===== src/pkg/llpcs_pkg.sv =====
package llpcs_pkg;

   // ************************************************************
   // Widths and modes
   // ************************************************************
   localparam int unsigned PCS_W_MAX  = 20;
   localparam int unsigned FAB_W_MAX  = 2 * PCS_W_MAX;
   localparam int unsigned WA_LEN_20  = 20;
   localparam int unsigned SYNC_DEPTH = 3;

   typedef enum logic [1:0] {
      LLPCS_W8  = 2'h0,
      LLPCS_W10 = 2'h1,
      LLPCS_W16 = 2'h2,
      LLPCS_W20 = 2'h3
   } llpcs_width_type;

   typedef enum logic [1:0] {
      LLPCS_BYPASSED = 2'h0,
      LLPCS_DISABLED = 2'h1,
      LLPCS_ENABLED  = 2'h2
   } llpcs_mode_type;

   typedef struct packed {
      llpcs_width_type width;
      llpcs_mode_type  ser_mode;
      llpcs_mode_type  des_mode;
      logic            tx_reg_mode;
      logic [4:0]      wa_len;
      logic            byte_order_req;
   } llpcs_cfg_type;

   typedef struct packed {
      logic [FAB_W_MAX-1:0] data;
   } llpcs_word_type;

   // Byte serializer phase states
   typedef enum logic [1:0] {
      LLPCS_PH_LOW  = 2'b00,
      LLPCS_PH_HIGH = 2'b01
   } llpcs_phase_type;

endpackage : llpcs_pkg


===== src/logic/llpcs_buf2.sv =====
`timescale 1ns/100ps
module llpcs_buf2 #(
   parameter int unsigned W     = 40,
   parameter int unsigned DEPTH = 2
) (
   input  wire logic         clk,
   input  wire logic         rst_n,
   input  wire logic         ce,
   input  wire logic         clr,
   input  wire logic [W-1:0] in_data,
   input  wire logic         in_valid,
   output logic              in_ready,
   output logic [W-1:0]      out_data,
   output logic              out_valid,
   input  wire logic         out_ready
);
   localparam int unsigned AW = (DEPTH > 1) ? $clog2(DEPTH) : 1;

   logic [W-1:0]  mem_q [DEPTH];
   logic [W-1:0]  mem_d [DEPTH];
   logic [AW-1:0] wr_q, wr_d, rd_q, rd_d;
   logic [AW:0]   cnt_q, cnt_d;
   logic          push, pop;

   // ************************************************************
   // Pointers and count
   // ************************************************************
   always_comb begin
      push  = in_valid && in_ready;
      pop   = out_valid && out_ready;
      wr_d  = wr_q;
      rd_d  = rd_q;
      cnt_d = cnt_q;
      mem_d = mem_q;
      if (clr) begin
         wr_d  = '0;
         rd_d  = '0;
         cnt_d = '0;
      end else begin
         if (push) begin
            mem_d[wr_q] = in_data;
            wr_d        = (wr_q == AW'(DEPTH - 1)) ? '0 : wr_q + 1'b1;
         end
         if (pop) begin
            rd_d = (rd_q == AW'(DEPTH - 1)) ? '0 : rd_q + 1'b1;
         end
         cnt_d = cnt_q + (AW+1)'(push) - (AW+1)'(pop);
      end
   end

   always_ff @(posedge clk or negedge rst_n) begin
      if (!rst_n) begin
         wr_q  <= '0;
         rd_q  <= '0;
         cnt_q <= '0;
         for (int i = 0; i < DEPTH; i++) begin
            mem_q[i] <= '0;
         end
      end else if (ce) begin
         wr_q  <= wr_d;
         rd_q  <= rd_d;
         cnt_q <= cnt_d;
         mem_q <= mem_d;
      end
   end

   assign in_ready  = (cnt_q != (AW+1)'(DEPTH));
   assign out_valid = (cnt_q != '0);
   assign out_data  = mem_q[rd_q];
endmodule : llpcs_buf2


===== src/logic/llpcs_datapath.sv =====
// Functional notes
// - PCS widths 8, 10, 16, 20 supported.
// - Only phase FIFOs and byte (de)serializers present.
// - Both phase compensation FIFOs always in path.
// - Byte serializer/deserializer each selectable per rate.
// - Disabled function passes data, keeps its delay.
// - Bypassed function removed, adds no delay.
// - Byte ordering only with 20-bit alignment pattern.
// - TX phase FIFO may be single register stage.
`timescale 1ns/100ps
module llpcs_datapath
   import llpcs_pkg::*;
#(
   parameter int unsigned PW = llpcs_pkg::PCS_W_MAX
) (
   input  wire logic                          clk,
   input  wire logic                          arst_n,
   input  wire logic                          ce,
   input  wire llpcs_pkg::llpcs_cfg_type      cfg,
   input  wire llpcs_pkg::llpcs_word_type     tx_fab_data,
   input  wire logic                          tx_fab_valid,
   output logic                               tx_fab_ready,
   output logic [PW-1:0]                      tx_pma_data,
   output logic                               tx_pma_valid,
   input  wire logic [PW-1:0]                 rx_pma_data,
   input  wire logic                          rx_pma_valid,
   output llpcs_pkg::llpcs_word_type          rx_fab_data,
   output logic                               rx_fab_valid,
   input  wire logic                          rx_fab_ready,
   output logic                               byte_order_avail,
   output logic                               rx_overflow
);
   import llpcs_pkg::*;

   localparam int unsigned FW = 2 * PW;

   // ************************************************************
   // Reset release
   // ************************************************************
   logic rst_s1_q, rst_n_q;
   always_ff @(posedge clk or negedge arst_n) begin
      if (!arst_n) begin
         rst_s1_q <= 1'b0;
         rst_n_q  <= 1'b0;
      end else begin
         rst_s1_q <= 1'b1;
         rst_n_q  <= rst_s1_q;
      end
   end

   // ************************************************************
   // Configuration decode
   // ************************************************************
   logic [PW-1:0] pcs_mask;
   logic [4:0]    pcs_sh;
   logic          ser_on, ser_dly, des_on, des_dly;
   always_comb begin
      unique case (cfg.width)
         LLPCS_W8:  pcs_sh = 5'h08;
         LLPCS_W10: pcs_sh = 5'h0a;
         LLPCS_W16: pcs_sh = 5'h10;
         LLPCS_W20: pcs_sh = 5'h14;
      endcase
      pcs_mask = PW'((FW'(1) << pcs_sh) - FW'(1));
      ser_on  = (cfg.ser_mode == LLPCS_ENABLED);
      ser_dly = (cfg.ser_mode != LLPCS_BYPASSED);
      des_on  = (cfg.des_mode == LLPCS_ENABLED);
      des_dly = (cfg.des_mode != LLPCS_BYPASSED);
   end

   // ************************************************************
   // TX phase compensation FIFO (never removable)
   // ************************************************************
   logic [FW-1:0] txf_data;
   logic          txf_valid, txf_ready;
   logic          tx_reg_sel;
   logic          tx_rdy_q, tx_rdy_d;
   assign tx_reg_sel = cfg.tx_reg_mode;

   // Register mode keeps a single stage; FIFO mode gives full two-entry slack
   logic [FW-1:0] txr_q, txr_d;
   logic          txr_v_q, txr_v_d;
   logic [FW-1:0] txb_data;
   logic          txb_valid, txb_in_ready;

   llpcs_buf2 #(.W(FW), .DEPTH(2)) u_tx_fifo (
      .clk      (clk),
      .rst_n    (rst_n_q),
      .ce       (ce),
      .clr      (tx_reg_sel),
      .in_data  (tx_fab_data.data[FW-1:0]),
      .in_valid (tx_fab_valid && tx_rdy_q && !tx_reg_sel),
      .in_ready (txb_in_ready),
      .out_data (txb_data),
      .out_valid(txb_valid),
      .out_ready(txf_ready && !tx_reg_sel)
   );

   always_comb begin
      txr_d   = txr_q;
      txr_v_d = txr_v_q;
      if (!tx_reg_sel) begin
         txr_v_d = 1'b0;
      end else if (txf_ready || !txr_v_q) begin
         txr_d   = tx_fab_data.data[FW-1:0];
         txr_v_d = tx_fab_valid && tx_rdy_q;
      end
   end

   assign txf_data     = tx_reg_sel ? txr_q : txb_data;
   assign txf_valid    = tx_reg_sel ? txr_v_q : txb_valid;

   // ************************************************************
   // TX byte serializer
   // ************************************************************
   llpcs_phase_type tph_q, tph_d;
   logic [PW-1:0]   tdat_q, tdat_d;
   logic            tval_q, tval_d;
   always_comb begin
      tph_d     = tph_q;
      tdat_d    = tdat_q;
      tval_d    = 1'b0;
      txf_ready = 1'b0;
      if (ser_on) begin
         // One fabric word every two PMA cycles, low half first
         unique case (tph_q)
            LLPCS_PH_LOW: begin
               if (txf_valid) begin
                  tdat_d = txf_data[PW-1:0] & pcs_mask;
                  tval_d = 1'b1;
                  tph_d  = LLPCS_PH_HIGH;
               end
            end
            LLPCS_PH_HIGH: begin
               tdat_d    = PW'(txf_data >> pcs_sh) & pcs_mask;
               tval_d    = 1'b1;
               txf_ready = 1'b1;
               tph_d     = LLPCS_PH_LOW;
            end
            default: tph_d = LLPCS_PH_LOW;
         endcase
      end else begin
         tph_d     = LLPCS_PH_LOW;
         txf_ready = 1'b1;
         tdat_d    = txf_data[PW-1:0] & pcs_mask;
         tval_d    = txf_valid;
      end
   end

   always_ff @(posedge clk or negedge rst_n_q) begin
      if (!rst_n_q) begin
         tph_q   <= LLPCS_PH_LOW;
         tdat_q  <= '0;
         tval_q  <= 1'b0;
         txr_q   <= '0;
         txr_v_q <= 1'b0;
      end else if (ce) begin
         tph_q   <= tph_d;
         tdat_q  <= tdat_d;
         tval_q  <= tval_d;
         txr_q   <= txr_d;
         txr_v_q <= txr_v_d;
      end
   end

   // Bypassed serializer: output straight from FIFO head, no added stage
   logic [PW-1:0] tx_out_d;
   logic          tx_out_v_d;
   logic [PW-1:0] tx_out_q;
   logic          tx_out_v_q;
   always_comb begin
      // Ready comes from next-cycle room, so the registered copy never overstates it
      tx_rdy_d = tx_reg_sel ? (!ser_on || (tph_d == LLPCS_PH_HIGH) || !txr_v_d)
                            : ((txb_valid && txf_ready) ||
                               (txb_in_ready && !(txb_valid && tx_fab_valid && tx_rdy_q)));
      if (ser_dly) begin
         tx_out_d   = tdat_q;
         tx_out_v_d = tval_q;
      end else begin
         tx_out_d   = tdat_d;
         tx_out_v_d = tval_d;
      end
   end

   always_ff @(posedge clk or negedge rst_n_q) begin
      if (!rst_n_q) begin
         tx_out_q   <= '0;
         tx_out_v_q <= 1'b0;
         tx_rdy_q   <= 1'b0;
      end else if (ce) begin
         tx_out_q   <= tx_out_d;
         tx_out_v_q <= tx_out_v_d;
         tx_rdy_q   <= tx_rdy_d;
      end
   end
   assign tx_pma_data  = tx_out_q;
   assign tx_pma_valid = tx_out_v_q;
   assign tx_fab_ready = tx_rdy_q;

   // ************************************************************
   // RX byte deserializer
   // ************************************************************
   llpcs_phase_type rph_q, rph_d;
   logic [PW-1:0]   rlow_q, rlow_d;
   logic [FW-1:0]   rw_q, rw_d;
   logic            rwv_q, rwv_d;
   logic [FW-1:0]   rin_data;
   logic            rin_valid, rin_ready;
   always_comb begin
      rph_d  = rph_q;
      rlow_d = rlow_q;
      rw_d   = rw_q;
      rwv_d  = 1'b0;
      if (rx_pma_valid) begin
         if (des_on) begin
            unique case (rph_q)
               LLPCS_PH_LOW: begin
                  rlow_d = rx_pma_data & pcs_mask;
                  rph_d  = LLPCS_PH_HIGH;
               end
               LLPCS_PH_HIGH: begin
                  rw_d  = (FW'(rx_pma_data & pcs_mask) << pcs_sh) | FW'(rlow_q);
                  rwv_d = 1'b1;
                  rph_d = LLPCS_PH_LOW;
               end
               default: rph_d = LLPCS_PH_LOW;
            endcase
         end else begin
            rw_d  = {{PW{1'b0}}, rx_pma_data & pcs_mask};
            rwv_d = 1'b1;
            rph_d = LLPCS_PH_LOW;
         end
      end
      // Bypassed: skip the deserializer register entirely
      rin_data  = des_dly ? rw_q : rw_d;
      rin_valid = des_dly ? rwv_q : rwv_d;
   end

   always_ff @(posedge clk or negedge rst_n_q) begin
      if (!rst_n_q) begin
         rph_q  <= LLPCS_PH_LOW;
         rlow_q <= '0;
         rw_q   <= '0;
         rwv_q  <= 1'b0;
      end else if (ce) begin
         rph_q  <= rph_d;
         rlow_q <= rlow_d;
         rw_q   <= rw_d;
         rwv_q  <= rwv_d;
      end
   end

   // ************************************************************
   // RX phase compensation FIFO
   // ************************************************************
   // PMA side cannot stall; a full FIFO means the fabric side held rx_fab_ready low
   logic [FW-1:0] rxb_data;
   logic          rxb_valid;
   logic          ov_q, ov_d, boa_q, boa_d;
   llpcs_buf2 #(.W(FW), .DEPTH(2)) u_rx_fifo (
      .clk      (clk),
      .rst_n    (rst_n_q),
      .ce       (ce),
      .clr      (1'b0),
      .in_data  (rin_data),
      .in_valid (rin_valid),
      .in_ready (rin_ready),
      .out_data (rxb_data),
      .out_valid(rxb_valid),
      .out_ready(rx_fab_ready)
   );

   always_comb begin
      ov_d  = ov_q || (rin_valid && !rin_ready);
      boa_d = (cfg.wa_len == 5'(WA_LEN_20)) && cfg.byte_order_req;
   end

   always_ff @(posedge clk or negedge rst_n_q) begin
      if (!rst_n_q) begin
         ov_q  <= 1'b0;
         boa_q <= 1'b0;
      end else if (ce) begin
         ov_q  <= ov_d;
         boa_q <= boa_d;
      end
   end

   assign rx_fab_data.data = FAB_W_MAX'(rxb_data);
   assign rx_fab_valid     = rxb_valid;
   assign rx_overflow      = ov_q;
   assign byte_order_avail = boa_q;
endmodule : llpcs_datapath


===== config.mk =====
export PLATFORM = sky130hd
export DESIGN_NAME = llpcs_datapath
export DESIGN_NICKNAME = d
export VERILOG_FILES = /design/src/pkg/llpcs_pkg.sv /design/src/logic/llpcs_buf2.sv /design/src/logic/llpcs_datapath.sv
export SDC_FILE = /design/constraint.sdc
export NUM_CORES = 1
export LEC_CHECK = 0
export ABC_AREA = 1
export BUFFER_PORTS_ARGS = -buffer_cell sky130_fd_sc_hd__buf_2
export CORE_ASPECT_RATIO = 1.75
export CORE_MARGIN = 1.5
export CORE_UTILIZATION = 35
export DETAILED_ROUTE_END_ITERATION = 8
export GPL_TIMING_DRIVEN = 0
export PLACE_DENSITY = 0.51
export SYNTH_ARGS = -nofsm -noshare
export SYNTH_HDL_FRONTEND = slang
export SYNTH_SLANG_ARGS = --single-unit

===== constraint.sdc =====
create_clock -name clk -period 12.1 [get_ports clk]
set_clock_uncertainty 0.05 [all_clocks]
set_input_delay 0.605 -clock clk [delete_from_list [all_inputs] [get_ports clk]]
set_output_delay 0.605 -clock clk [all_outputs]
set_load 0.1 [all_outputs]

Word level (Yosys, flattened, before mapping) --
Cells that the tools add are included.
Word-level totals: bits in latches 0, RAM bits 0, bits in read-only memories 0, memories 0, register bits after elaboration 321, output and inout bits 65, word-level logic and storage cells 158
Cells by class: multipliers 0, order comparisons 6, multiplexer cells 50, $add $sub $neg 9, equal/unequal tests 11, reduce and logical (&&, ||, !) cells 43, bitwise operators 10, div/mod/pow operators 0, shifts and indexed selects 3
Operators with widths (number):
- $mux 40 | 13
- $bwmux 80 | 2
- $and 20x20->20 | 4
- $demux 40 s1 | 2
- $mux 20 | 3
- $or 40x20->40 | 1
- $pmux 20 s2 | 1
- $shl 20x5->40 | 1
- $shr 40x5->20 | 1
- $mux 1 | 22
- $pmux 5 s4 | 1
- $shl 1x5->20 const A | 1
- $sub 20x2->20 const B | 1
- $logic_and 1x1->1 | 15
- $reduce_bool 2->1 | 6
- $mux 2 | 5
- $reduce_and 2->1 | 5
- $eq 2x1->1 const B | 4
- $eq 2x2->1 const B | 4
- $ge 2x2->1 const B | 4
- $not 1->2 | 4
- $logic_not 1->1 | 6
- $logic_not 2->1 | 3
- $reduce_and 3->1 | 2
- other kinds (10) | 21

Logic depth before layout (Yosys ltp) --
Gate-level depths: netlist (run 1).
depth in word-level cells 12, mapped depth 13

Cells and area by module --
A second synthesis (run 1) with hierarchy kept.
Second synthesis, totals: cell total of the unflattened synthesis 2250, area total of the unflattened synthesis 16883.7 um^2
Modules (own cells, without submodules):
- llpcs_datapath | area each 8823.5 um^2, cells each 1194, instances 1, seq. area each 3803.6 um^2
- llpcs_buf2 | area each 4030.1 um^2, cells each 528, instances 2, seq. area each 2102.0 um^2

Worst setup path before layout (run 1) --
OpenSTA, ideal clock, no wires.
path type register -> output, from register u_rx_fifo.rd_q, to output port rx_fab_data[37] in the netlist's numbering, path slack 8.764 ns, arrival 2.681 ns, data required time 11.445 ns, buffers on the path 1, stages on the path, launching flop included 3, cells stage by stage dfrtp_1 clkbuf_1 o21ai_0
RTL lines:
- start, declared | RTL line llpcs_buf2.sv:21 | logic [AW-1:0] wr_q, wr_d, rd_q, rd_d;
- start signal, assigned | RTL line llpcs_buf2.sv:61 | rd_q <= rd_d;
- end, declared | RTL line llpcs_datapath.sv:27 | output llpcs_pkg::llpcs_word_type rx_fab_data,

==> qor.yml, run 1 <==
flow_run:
  cap_violations: 0
logic_synthesis:
  synth.ff_latch_count: 320
  synth_common_cells: "692 x nand2_1, 320 x dfrtp_1, 297 x o21ai_0"
  yosysUniqueCellTypes: 45
  synth_edf_count: 0
  synth_area_per_cell_sq_um: 7.63
  synthCells: 2083
  synth_area_sq_um: 15900
  synth_most_common_cell: "nand2_1"
  synth-warning-count: 0
  synth_area_leaders: "dfrtp_1 50%, nand2_1 16%, o21ai_0 9.4%"
  synth-async-reset-ratio: 1.00
  yosysSeqAreaShare: 0.504
  synth.top_cell.area_share: 0.504
  synth_top_area_cell: "dfrtp_1"
  ys.flop_type: "dfrtp_1"
critical_path:
  critPathMaxFanout: 10
  endpoint_kind: "output pin"
  startpoint: "u_rx_fifo.rd_q$_DFFE_PN0P_"
  startpoint_type: "flip-flop"
  path_class: "flip-flop to output pin"
  worstPathArrival_ns: 2.75
  critPathRequiredTime_ns: 11.44
  r2r-start: "u_tx_fifo.rd_q$_DFFE_PN0P_"
placement:
  placed_area_sq_um: 17500
  port-buffer-count: 141
  place.gp.congestion: 0.974
  post-dp-hpwl_um: 47700
power_and_ir_drop:
  power.density_nw_per_um2: 232
  combPwrFrac: 0.389
  p_leak_nw: 9.31
  seqPwrFrac: 0.361
  vdd_drop_max_mv: 0.205
  internal_power_mw: 2.37
  switching_power_mw: 1.93
  pwr-share-clk: 0.250
  switching_share: 0.450
  total_power_mw: 4.30
clock_network:
  cts_tree: "yes"
  clkTransAtPathRegs_ns: 0.06
  clock_sinks: 320
  htreeDepth: 2
  cts-root-buf: "clkbuf_16"
  clk_latency_ns: 0.54
  cts_resized: 0
  clockBufferDepth: 3
  cts_inserted_buffers: 34
global_routing:
  grt_max_degree: 70
  grt_pass1_vias: 14874
  grt-ovfl-total: 0
  grt_use_total: 0.267
  grt_pass1_wl_um: 92500
  antenna_found_initial: 0
route:
  wirelength_um: 61500
  viasPerCell: 5.14
  drtAntennaViolNets: 0
  drc: 0
  vias: 14717
  wl_per_cell_um: 21.4
  drt_iter0_drc: 939
  dr.pass1.iters: 5
final_layout:
  drive_gt1_frac: 0.126
  ff_latch_area_sq_um: 8010
  syn_to_final_growth_pct: 16.9
  nFillCells: 4755
  multi_input_area_sq_um: 6580
  n_antenna_cell: 0
  nNetsFinal: 2352
  stdcell_area_sq_um: 18600
timing:
  min_period_ns: 3.41
  setup_violations: 0
  finalHoldViolCount: 0
  worst_slew_pin_slew_ns: 0.899
  finalMaxSlewViolations: 0
  relSlewSlack: 0.395
  worst_hold_slack_ns: 0.274
  timing.final.crit_share: 0.281
  rsz0062_at_grt: "false"
  max_freq_ghz: 0.294
die:
  core_sq_um: 45000
  fp-row-count: 103
  die_w_um: 164
  die_h_um: 285
  initial_core_util: 0.353
  dieArea_sq_um: 46700
  io_pins: 144
worst_hold_path:
  worstHoldStart: "cfg[3]"
  hp-class: "input pin to flip-flop"
run_status:
  status: "finished clean"
worst paths after layout:
kind / slack (ns) / end / cells past startpoint
setup reg to reg: 9.40 / tdat_q[1]$_DFFE_PN0P_ / 13
setup / recovery: 8.69 / rx_fab_data[33] / 5
hold / removal: 0.27 / byte_order_avail$_DFFE_PN0P_ / 3
max in group asynchronous: 10.28 / u_rx_fifo.mem_q[30]$_DFFE_PN0P_ / 3
min in group asynchronous: 0.30 / u_tx_fifo.wr_q$_DFFE_PN0P_ / 0
hold reg to reg: 0.30 / u_tx_fifo.wr_q$_DFFE_PN0P_ / 0
worst max-delay path, cell delays in order, from the launching register on:
cell      delay, ns
dfrtp_1        0.41
clkbuf_1       0.41
clkbuf_1       0.64
nand2_1        0.09
o21ai_0        0.16
buf_2          0.49
registers in the layout, summed over array words and instances (netlist names), 2 cells and up:
name,flops
txr_q,40
tdat_q,20
tx_pma_data,20
u_tx_fifo.mem_q,80
u_rx_fifo.mem_q,80
u_rx_fifo.cnt_q,2
rw_q,40
tph_q,2
u_tx_fifo.cnt_q,2
rlow_q,20
layout by cell type (no fill, tap or decap), types with 3 or more instances in the layout:
cell,n
nand2_1,692
dfrtp_1,319
o21ai_0,297
inv_1,195
buf_2,177
nand3_1,123
nor2_1,111
clkbuf_1,64
a21oi_1,48
clkbuf_16,35
o21ai_1,30
nand4_1,26
o211ai_1,22
or2_2,18
buf_4,9
o22ai_1,9
inv_2,8
buf_1,8
o32ai_1,7
o21a_1,6
a22oi_1,6
clkinv_2,6
nor2_4,5
ha_1,5
buf_16,5
nand2_2,4
a31oi_1,4
buf_6,3
a211oi_1,3
o221ai_1,3
o22a_1,3
conb_1,3
bufinv_16,3
clkbuf_8,3
metal layers:
metal  vias up  track usage  wire length, um
met1      7042        0.274            21800
met5         -            0                0
met2       430        0.505            33100
met3       158       0.0319             2300
li1       7087            -                -
met4         0        0.165             4230
area by class of cell:
type	instances	area share
Tap cell	577	0.0389
Buffer	115	0.0287
Sequential cell	320	0.431
Clock buffer	43	0.0504
Multi-Input combinational cell	1445	0.354
Inverter	205	0.0416
Clock inverter	14	0.00869
Timing Repair Buffer	147	0.0460
repair_timing:
item,CTS,global route
hold buffers,1,0
endpoints found under the hold margin,2,0
setup buffers,0,0
metrics by stage:
stage	cells	worst slack (ns)	TNS, ns	utilization
2_1_floorplan	2085	2.47	0	-
3_3_place_gp	2803	-1.74	-545.20	0.385
3_5_place_dp	2808	9.07	0	0.388
4_1_cts	2866	8.61	0	0.413
5_1_grt	2866	8.57	0	0.413
6_report	2866	8.69	0	0.413
power groups by stage:
stage                     combinational [mW]  clock, mW  sequential [mW]
final                                   1.67       1.07             1.55
after detailed placement                1.68          0             1.57
after global placement                  1.64          0             1.58
after CTS                               1.69       1.10             1.55
after global routing                    1.82       1.14             1.59
after floorplan                         1.16          0             1.64
kinds of logic after synthesis:
kind of cell / count (synthesis) / synth area share
AO/OA/AOI/OAI: 445 / 0.152
XOR/XNOR: 2 / 0.00110
adder cells (fa/ha/maj): 5 / 0.00394
buffers and inverters: 320 / 0.0822
flip-flops: 320 / 0.504
other: 1 / 0.000236
AND/OR/NAND/NOR: 990 / 0.257
Note: power is estimated with default switching activity, not from simulation.
==> inputs of run 2 (changes only) <==
--- a/config.mk
+++ b/config.mk
@@ -12,7 +12,7 @@
 export CORE_UTILIZATION = 35
 export DETAILED_ROUTE_END_ITERATION = 8
 export GPL_TIMING_DRIVEN = 0
-export PLACE_DENSITY = 0.51
+export PLACE_DENSITY = 0.53
 export SYNTH_ARGS = -nofsm -noshare
 export SYNTH_HDL_FRONTEND = slang
 export SYNTH_SLANG_ARGS = --single-unit
==> constraint.sdc (replaced) <==
create_clock -name clk -period 3.1 [get_ports clk]
set_clock_uncertainty 0.05 [all_clocks]
set_input_delay 0.155 -clock clk [delete_from_list [all_inputs] [get_ports clk]]
set_output_delay 0.155 -clock clk [all_outputs]
set_load 0.1 [all_outputs]
==> run 2 against run 1 <==
Utilization increased by 1.2 points. Total power increased to 3.9 times the previous value. Register-to-register slack got worse by 9.0 ns. Clock power increased to 3.9 times the previous value. First-iteration DRC count increased by 11%. Global-route usage increased by 0.16 points. Final cell count increased by 2.0%. Via count increased by 2.0%. Sequential power increased to 3.9 times the previous value. Wire length about the same. Clock-buffer cell count increased by 8. Critical path type unchanged. Largest cell class unchanged.
==> qor.yml, run 2 (same netlist as run 1, synthesis figures left out) <==
clock_network:
  clk_latency_ns: 0.54
  htreeDepth: 2
  clock_sinks: 320
  cts_resized: 0
  clkTransAtPathRegs_ns: 0.06
  cts-root-buf: "clkbuf_16"
  cts_tree: "yes"
  cts_inserted_buffers: 34
  clockBufferDepth: 3
timing:
  rsz0062_at_grt: "false"
  worst_slew_pin_slew_ns: 0.958
  fin_setup_tns_ns: 0
  min_period_ns: 2.83
  max_freq_ghz: 0.353
  setup_violations: 0
  timing.final.crit_share: 0.914
  finalMaxSlewViolations: 0
  setup_ws_ns: 0.266
  relSlewSlack: 0.354
  finalHoldViolCount: 0
worst_hold_path:
  holdPathStages: 5
  hp-class: "input pin to flip-flop"
run_status:
  status: "finished clean"
critical_path:
  crit_chain: "clkbuf_1 -> clkbuf_1 -> nand2_1 -> o21ai_0 -> buf_2"
  endpoint_kind: "output pin"
  critPathRequiredTime_ns: 2.89
  r2r_cells: 13
  ff2ff_setup_slack_ns: 0.42
  r2r-start: "u_tx_fifo.rd_q$_DFFE_PN0P_"
  startpoint: "u_rx_fifo.rd_q$_DFFE_PN0P_"
  timing.rr.end: "tdat_q[1]$_DFFE_PN0P_"
  critPathMaxFanout: 10
  cp_slowest_cell: "clkbuf_1"
  path_class: "flip-flop to output pin"
  worstPathArrival_ns: 2.63
  crit_top_cell: "clkbuf_1"
  endpoint: "rx_fab_data[32]"
  critical-path-max-stage-delay_ns: 0.63
  startpoint_type: "flip-flop"
die:
  dieArea_sq_um: 46700
  io_pins: 144
  core_sq_um: 45000
  fp-row-count: 103
  die_w_um: 164
  initial_core_util: 0.353
  die_h_um: 285
power_and_ir_drop:
  internal_power_mw: 9.32
  p_leak_nw: 9.55
  vdd_drop_max_mv: 0.926
  pwr-share-clk: 0.249
  combPwrFrac: 0.391
  switching_power_mw: 7.51
  power.density_nw_per_um2: 880
  seqPwrFrac: 0.360
  switching_share: 0.446
global_routing:
  grt_max_degree: 69
  grt_pass1_wl_um: 93500
  antenna_found_initial: 0
  grt-ovfl-total: 0
  grt_pass1_vias: 15238
  grt_use_total: 0.269
placement:
  placed_area_sq_um: 17500
  dpl.cell_count: 2808
  port-buffer-count: 141
  dpl_worst_slack_ns: 0.480
  post-dp-hpwl_um: 47800
  place.gp.congestion: 0.951
route:
  drtAntennaViolNets: 0
  viasPerCell: 5.14
  drt_iter0_drc: 1044
  wirelength_um: 61500
  dr.pass1.iters: 5
  wl_per_cell_um: 21.1
  drc: 0
  vias: 15005
final_layout:
  syn_to_final_growth_pct: 20.4
  stdcell_area_sq_um: 19100
  layout_commonest_cell: "nand2_1"
  nFillCells: 4695
  largest_registers: "u_rx_fifo.mem_q x80, u_tx_fifo.mem_q x80"
  final_cells: 2922
  mostFrequentLayoutCells: "692 x nand2_1, 319 x dfrtp_1, 297 x o21ai_0"
  nNetsFinal: 2406
  n_antenna_cell: 0
  drive_gt1_frac: 0.123
flow_run:
  cap_violations: 0
==> run 2: cell count changes in the layout (fill, tap and decap cells not counted), sizes merged <==
cell / delta
bufinv: -1
clkbuf: +8
clkinv: -3
clkinvlp: -1
dlygate4sd3: +54
inv: -1
==> run 2: repair_timing <==
| action | in CTS | in global routing |
|---|---|---|
| setup buffers | 0 | 0 |
| hold buffers | 55 | 0 |
| hold endpoints to repair | 135 | 0 |
| setup endpoints to repair | 0 | 0 |
==> run 2: final cells by class <==
class | instances | area [sq um] | area share
timing repair buffer | 201 | 1390 | 0.0729
buffer | 115 | 533 | 0.0279
inverter | 205 | 772 | 0.0404
clock buffer | 51 | 1020 | 0.0531
clock inverter | 8 | 96.3 | 0.00504
tap | 577 | 722 | 0.0378
multi-input combinational | 1445 | 6580 | 0.344
sequential | 320 | 8010 | 0.419
==> run 2: per-stage QoR <==
step	hold slack [ns]	total power, mW	utilization
after global placement	-0.110	12.5	0.385
after CTS	0.00193	16.9	0.425
after floorplan	-0.191	10.9	-
after detailed placement	-0.108	12.7	0.388
final	0.0229	16.8	0.425
after global routing	0.0267	17.8	0.425
==> run 2: worst min path at each step <==
stage / from / endpoint / slack, ns
global placement: arst_n / rst_s1_q$_DFF_PN0_ / -0.11
detailed placement: arst_n / rst_s1_q$_DFF_PN0_ / -0.11
floorplan: arst_n / rst_s1_q$_DFF_PN0_ / -0.19
CTS: rx_pma_data[11] / rlow_q[11]$_DFFE_PN0P_ / 0.002
finish: cfg[10] / tx_pma_data[3]$_DFFE_PN0P_ / 0.02
global route: rx_pma_data[18] / rw_q[38]$_DFFE_PN0P_ / 0.03
==> run 2: power by group through the flow <==
stage | Clock (mW) | Combinational, mW | Sequential [mW]
4_1_cts | 4.28 | 6.62 | 6.05
2_1_floorplan | 0 | 4.53 | 6.39
6_report | 4.19 | 6.58 | 6.06
5_1_grt | 4.43 | 7.17 | 6.21
3_3_place_gp | 0 | 6.38 | 6.14
3_5_place_dp | 0 | 6.55 | 6.12
==> run 2: layer usage <==
| metal | track usage | wire length, um | vias up |
|---|---|---|---|
| met4 | 0.180 | 4740 | 0 |
| li1 | - | - | 7184 |
| met2 | 0.501 | 32600 | 493 |
| met3 | 0.0285 | 2370 | 176 |
| met1 | 0.278 | 21800 | 7152 |
| met5 | 0 | 0 | - |
==> run 2: critical path, delay by kind of cell (launching register included) <==
family | cells | cell delay, ns
AOI/OAI and AO/OA | 1 | 0.11
buffers and inverters | 3 | 1.49
DFF | 1 | 0.42
and+or+nand+nor | 1 | 0.09
==> inputs of run 3 (changes only) <==
--- a/config.mk
+++ b/config.mk
@@ -9,10 +9,10 @@
 export BUFFER_PORTS_ARGS = -buffer_cell sky130_fd_sc_hd__buf_2
 export CORE_ASPECT_RATIO = 1.75
 export CORE_MARGIN = 1.5
-export CORE_UTILIZATION = 35
+export CORE_UTILIZATION = 40
 export DETAILED_ROUTE_END_ITERATION = 8
 export GPL_TIMING_DRIVEN = 0
-export PLACE_DENSITY = 0.53
+export PLACE_DENSITY = 0.59
 export SYNTH_ARGS = -nofsm -noshare
 export SYNTH_HDL_FRONTEND = slang
 export SYNTH_SLANG_ARGS = --single-unit
==> run 3 against run 2 <==
Clock-buffer cell count decreased by 12. Maximum frequency decreased by 0.19%. Flip-flop and latch count unchanged. Non-clock buffer count increased by 9. First-iteration DRC count increased by 3.5%. Total power increased by 0.31%. Sequential power about the same. Final cell count decreased by 2.8%. Worst setup slack got worse by 0.0054 ns. Wire length decreased by 4.9%. Global-route usage increased by 1.9 points. Sequential share of layout area about the same. Critical endpoint is now rx_fab_data[34]. Largest cell class unchanged. Largest power group unchanged.
==> qor.yml, run 3 (same netlist as run 1, synthesis figures left out) <==
clock_network:
  clkTransAtPathRegs_ns: 0.07
  post_cts_buffers: 0
  clockBufferDepth: 3
  cts-root-buf: "clkbuf_16"
  cts_inserted_buffers: 31
  cts_tree: "yes"
  clock_sinks: 320
  htreeDepth: 1
  clk_latency_ns: 0.58
timing:
  min_period_ns: 2.84
  finalMaxSlewViolations: 0
  worst_slew_pin_slew_ns: 1.01
  fin_setup_tns_ns: 0
  timing.final.crit_share: 0.916
  relSlewSlack: 0.317
  setup_violations: 0
  finalHoldViolCount: 0
  rsz0062_at_grt: "false"
  max_freq_ghz: 0.352
global_routing:
  grt_pass1_vias: 15033
  grt_max_degree: 68
  grt-ovfl-total: 0
  antenna_found_initial: 0
  grt_use_total: 0.288
  grt_pass1_wl_um: 89100
critical_path:
  path_class: "flip-flop to output pin"
  startpoint_type: "flip-flop"
  worstPathArrival_ns: 2.63
  crit_chain: "clkbuf_1 -> clkbuf_1 -> nand2_1 -> o21ai_0 -> buf_2"
  crit_top_cell: "clkbuf_1"
  endpoint_kind: "output pin"
  cp_slowest_cell: "clkbuf_1"
  critPathRequiredTime_ns: 2.89
  critical-path-max-stage-delay_ns: 0.59
  critPathMaxFanout: 10
power_and_ir_drop:
  power.density_nw_per_um2: 883
  total_power_mw: 16.9
  vdd_drop_max_mv: 0.572
  p_leak_nw: 9.58
flow_run:
  cap_violations: 0
route:
  dr.pass1.iters: 6
  viasPerCell: 5.33
  drt_iter0_drc: 1081
  wirelength_um: 58500
  vias: 15140
  wl_per_cell_um: 20.6
  drtAntennaViolNets: 0
  drc: 0
run_status:
  status: "finished clean"
final_layout:
  syn_to_final_growth_pct: 20.3
  nNetsFinal: 2412
  n_antenna_cell: 0
  nFillCells: 3979
  final_cells: 2841
  drive_gt1_frac: 0.123
  largest_registers: "u_rx_fifo.mem_q x80, u_tx_fifo.mem_q x80"
  layout_commonest_cell: "nand2_1"
  mostFrequentLayoutCells: "692 x nand2_1, 319 x dfrtp_1, 297 x o21ai_0"
placement:
  dpl.cell_count: 2721
  post-dp-hpwl_um: 44800
  port-buffer-count: 141
  place.gp.congestion: 0.973
die:
  die_w_um: 154
  io_pins: 144
  core_sq_um: 39200
  dieArea_sq_um: 41000
  fp-row-count: 96
  die_h_um: 267
  initial_core_util: 0.406
worst_hold_path:
  hp-class: "input pin to flip-flop"
[run 3: changes by cell type in the layout (fill, tap and decap cells not counted), sizes merged]
cell	change
dlygate4sd3	+9
clkinv	+2
clkinvlp	+2
clkbuf	-12
bufinv	+5
[run 3: path summary, 6_finish.rpt]
| path | start | to | slack (ns) | cells after the start |
|---|---|---|---|---|
| worst max-delay path | u_rx_fifo.rd_q$_DFFE_PN0P_ | rx_fab_data[34] | 0.26 | 5 |
| worst min-delay path | rx_pma_data[12] | rlow_q[12]$_DFFE_PN0P_ | 0.009 | 5 |
| worst max register to register | u_tx_fifo.rd_q$_DFFE_PN0P_ | tdat_q[1]$_DFFE_PN0P_ | 0.32 | 13 |
| worst min register to register | rst_n_q$_DFF_PN0_ | u_tx_fifo.mem_q[18]$_DFFE_PN0P_ | 0.18 | 0 |
| max in group asynchronous | rst_n_q$_DFF_PN0_ | u_rx_fifo.mem_q[23]$_DFFE_PN0P_ | 1.52 | 3 |
| min in group asynchronous | rst_n_q$_DFF_PN0_ | u_tx_fifo.mem_q[18]$_DFFE_PN0P_ | 0.18 | 0 |
[run 3: critical path: cells and delay by family (launching register included)]
kind,cells,cell delay [ns]
buf+inv,3,1.43
flops,1,0.41
simple gates,1,0.10
compound gates,1,0.11
[run 3: routing by layer]
metal | wire length (um) | vias to the layer above | GRT usage
li1 | - | 7204 | -
met1 | 20400 | 7199 | 0.299
met2 | 30800 | 551 | 0.535
met3 | 2740 | 186 | 0.0321
met4 | 4600 | 0 | 0.206
met5 | 0 | - | 0
[run 3: power by group]
group | switching (mW) | leakage [nW] | internal, mW
clock | 1.73 | 0.545 | 2.52
sequential | 0.662 | 4.09 | 5.39
combinational | 5.08 | 4.94 | 1.50
total | 7.47 | 9.58 | 9.41
[run 3: metrics by stage]
stage               setup WS [ns]  hold WS [ns]  cell area, sq um  utilization
floorplan                  -0.124        -0.191             15900            -
global placement            -1.39        -0.110             17200        0.440
detailed placement          0.577        -0.102             17400        0.443
CTS                         0.154       0.00346             19100        0.488
global route               0.0829        0.0322             19100        0.488
finish                      0.261       0.00868             19100        0.488
[run 3: repair_timing]
action | in CTS | in global routing
resized for setup | 0 | 0
endpoints found under the hold margin | 153 | 0
hold buffers | 64 | 0
[run 3: area by class of cell]
cell class	instances	area [sq um]	share of cell area
repair buffers	210	1480	0.0776
plain buffers	115	533	0.0279
clock inverters	17	278	0.0145
multi-input cells	1445	6580	0.344
flip-flops and latches	320	8010	0.419
inverters	205	772	0.0404
well taps	490	613	0.0321
clock buffers	39	846	0.0442
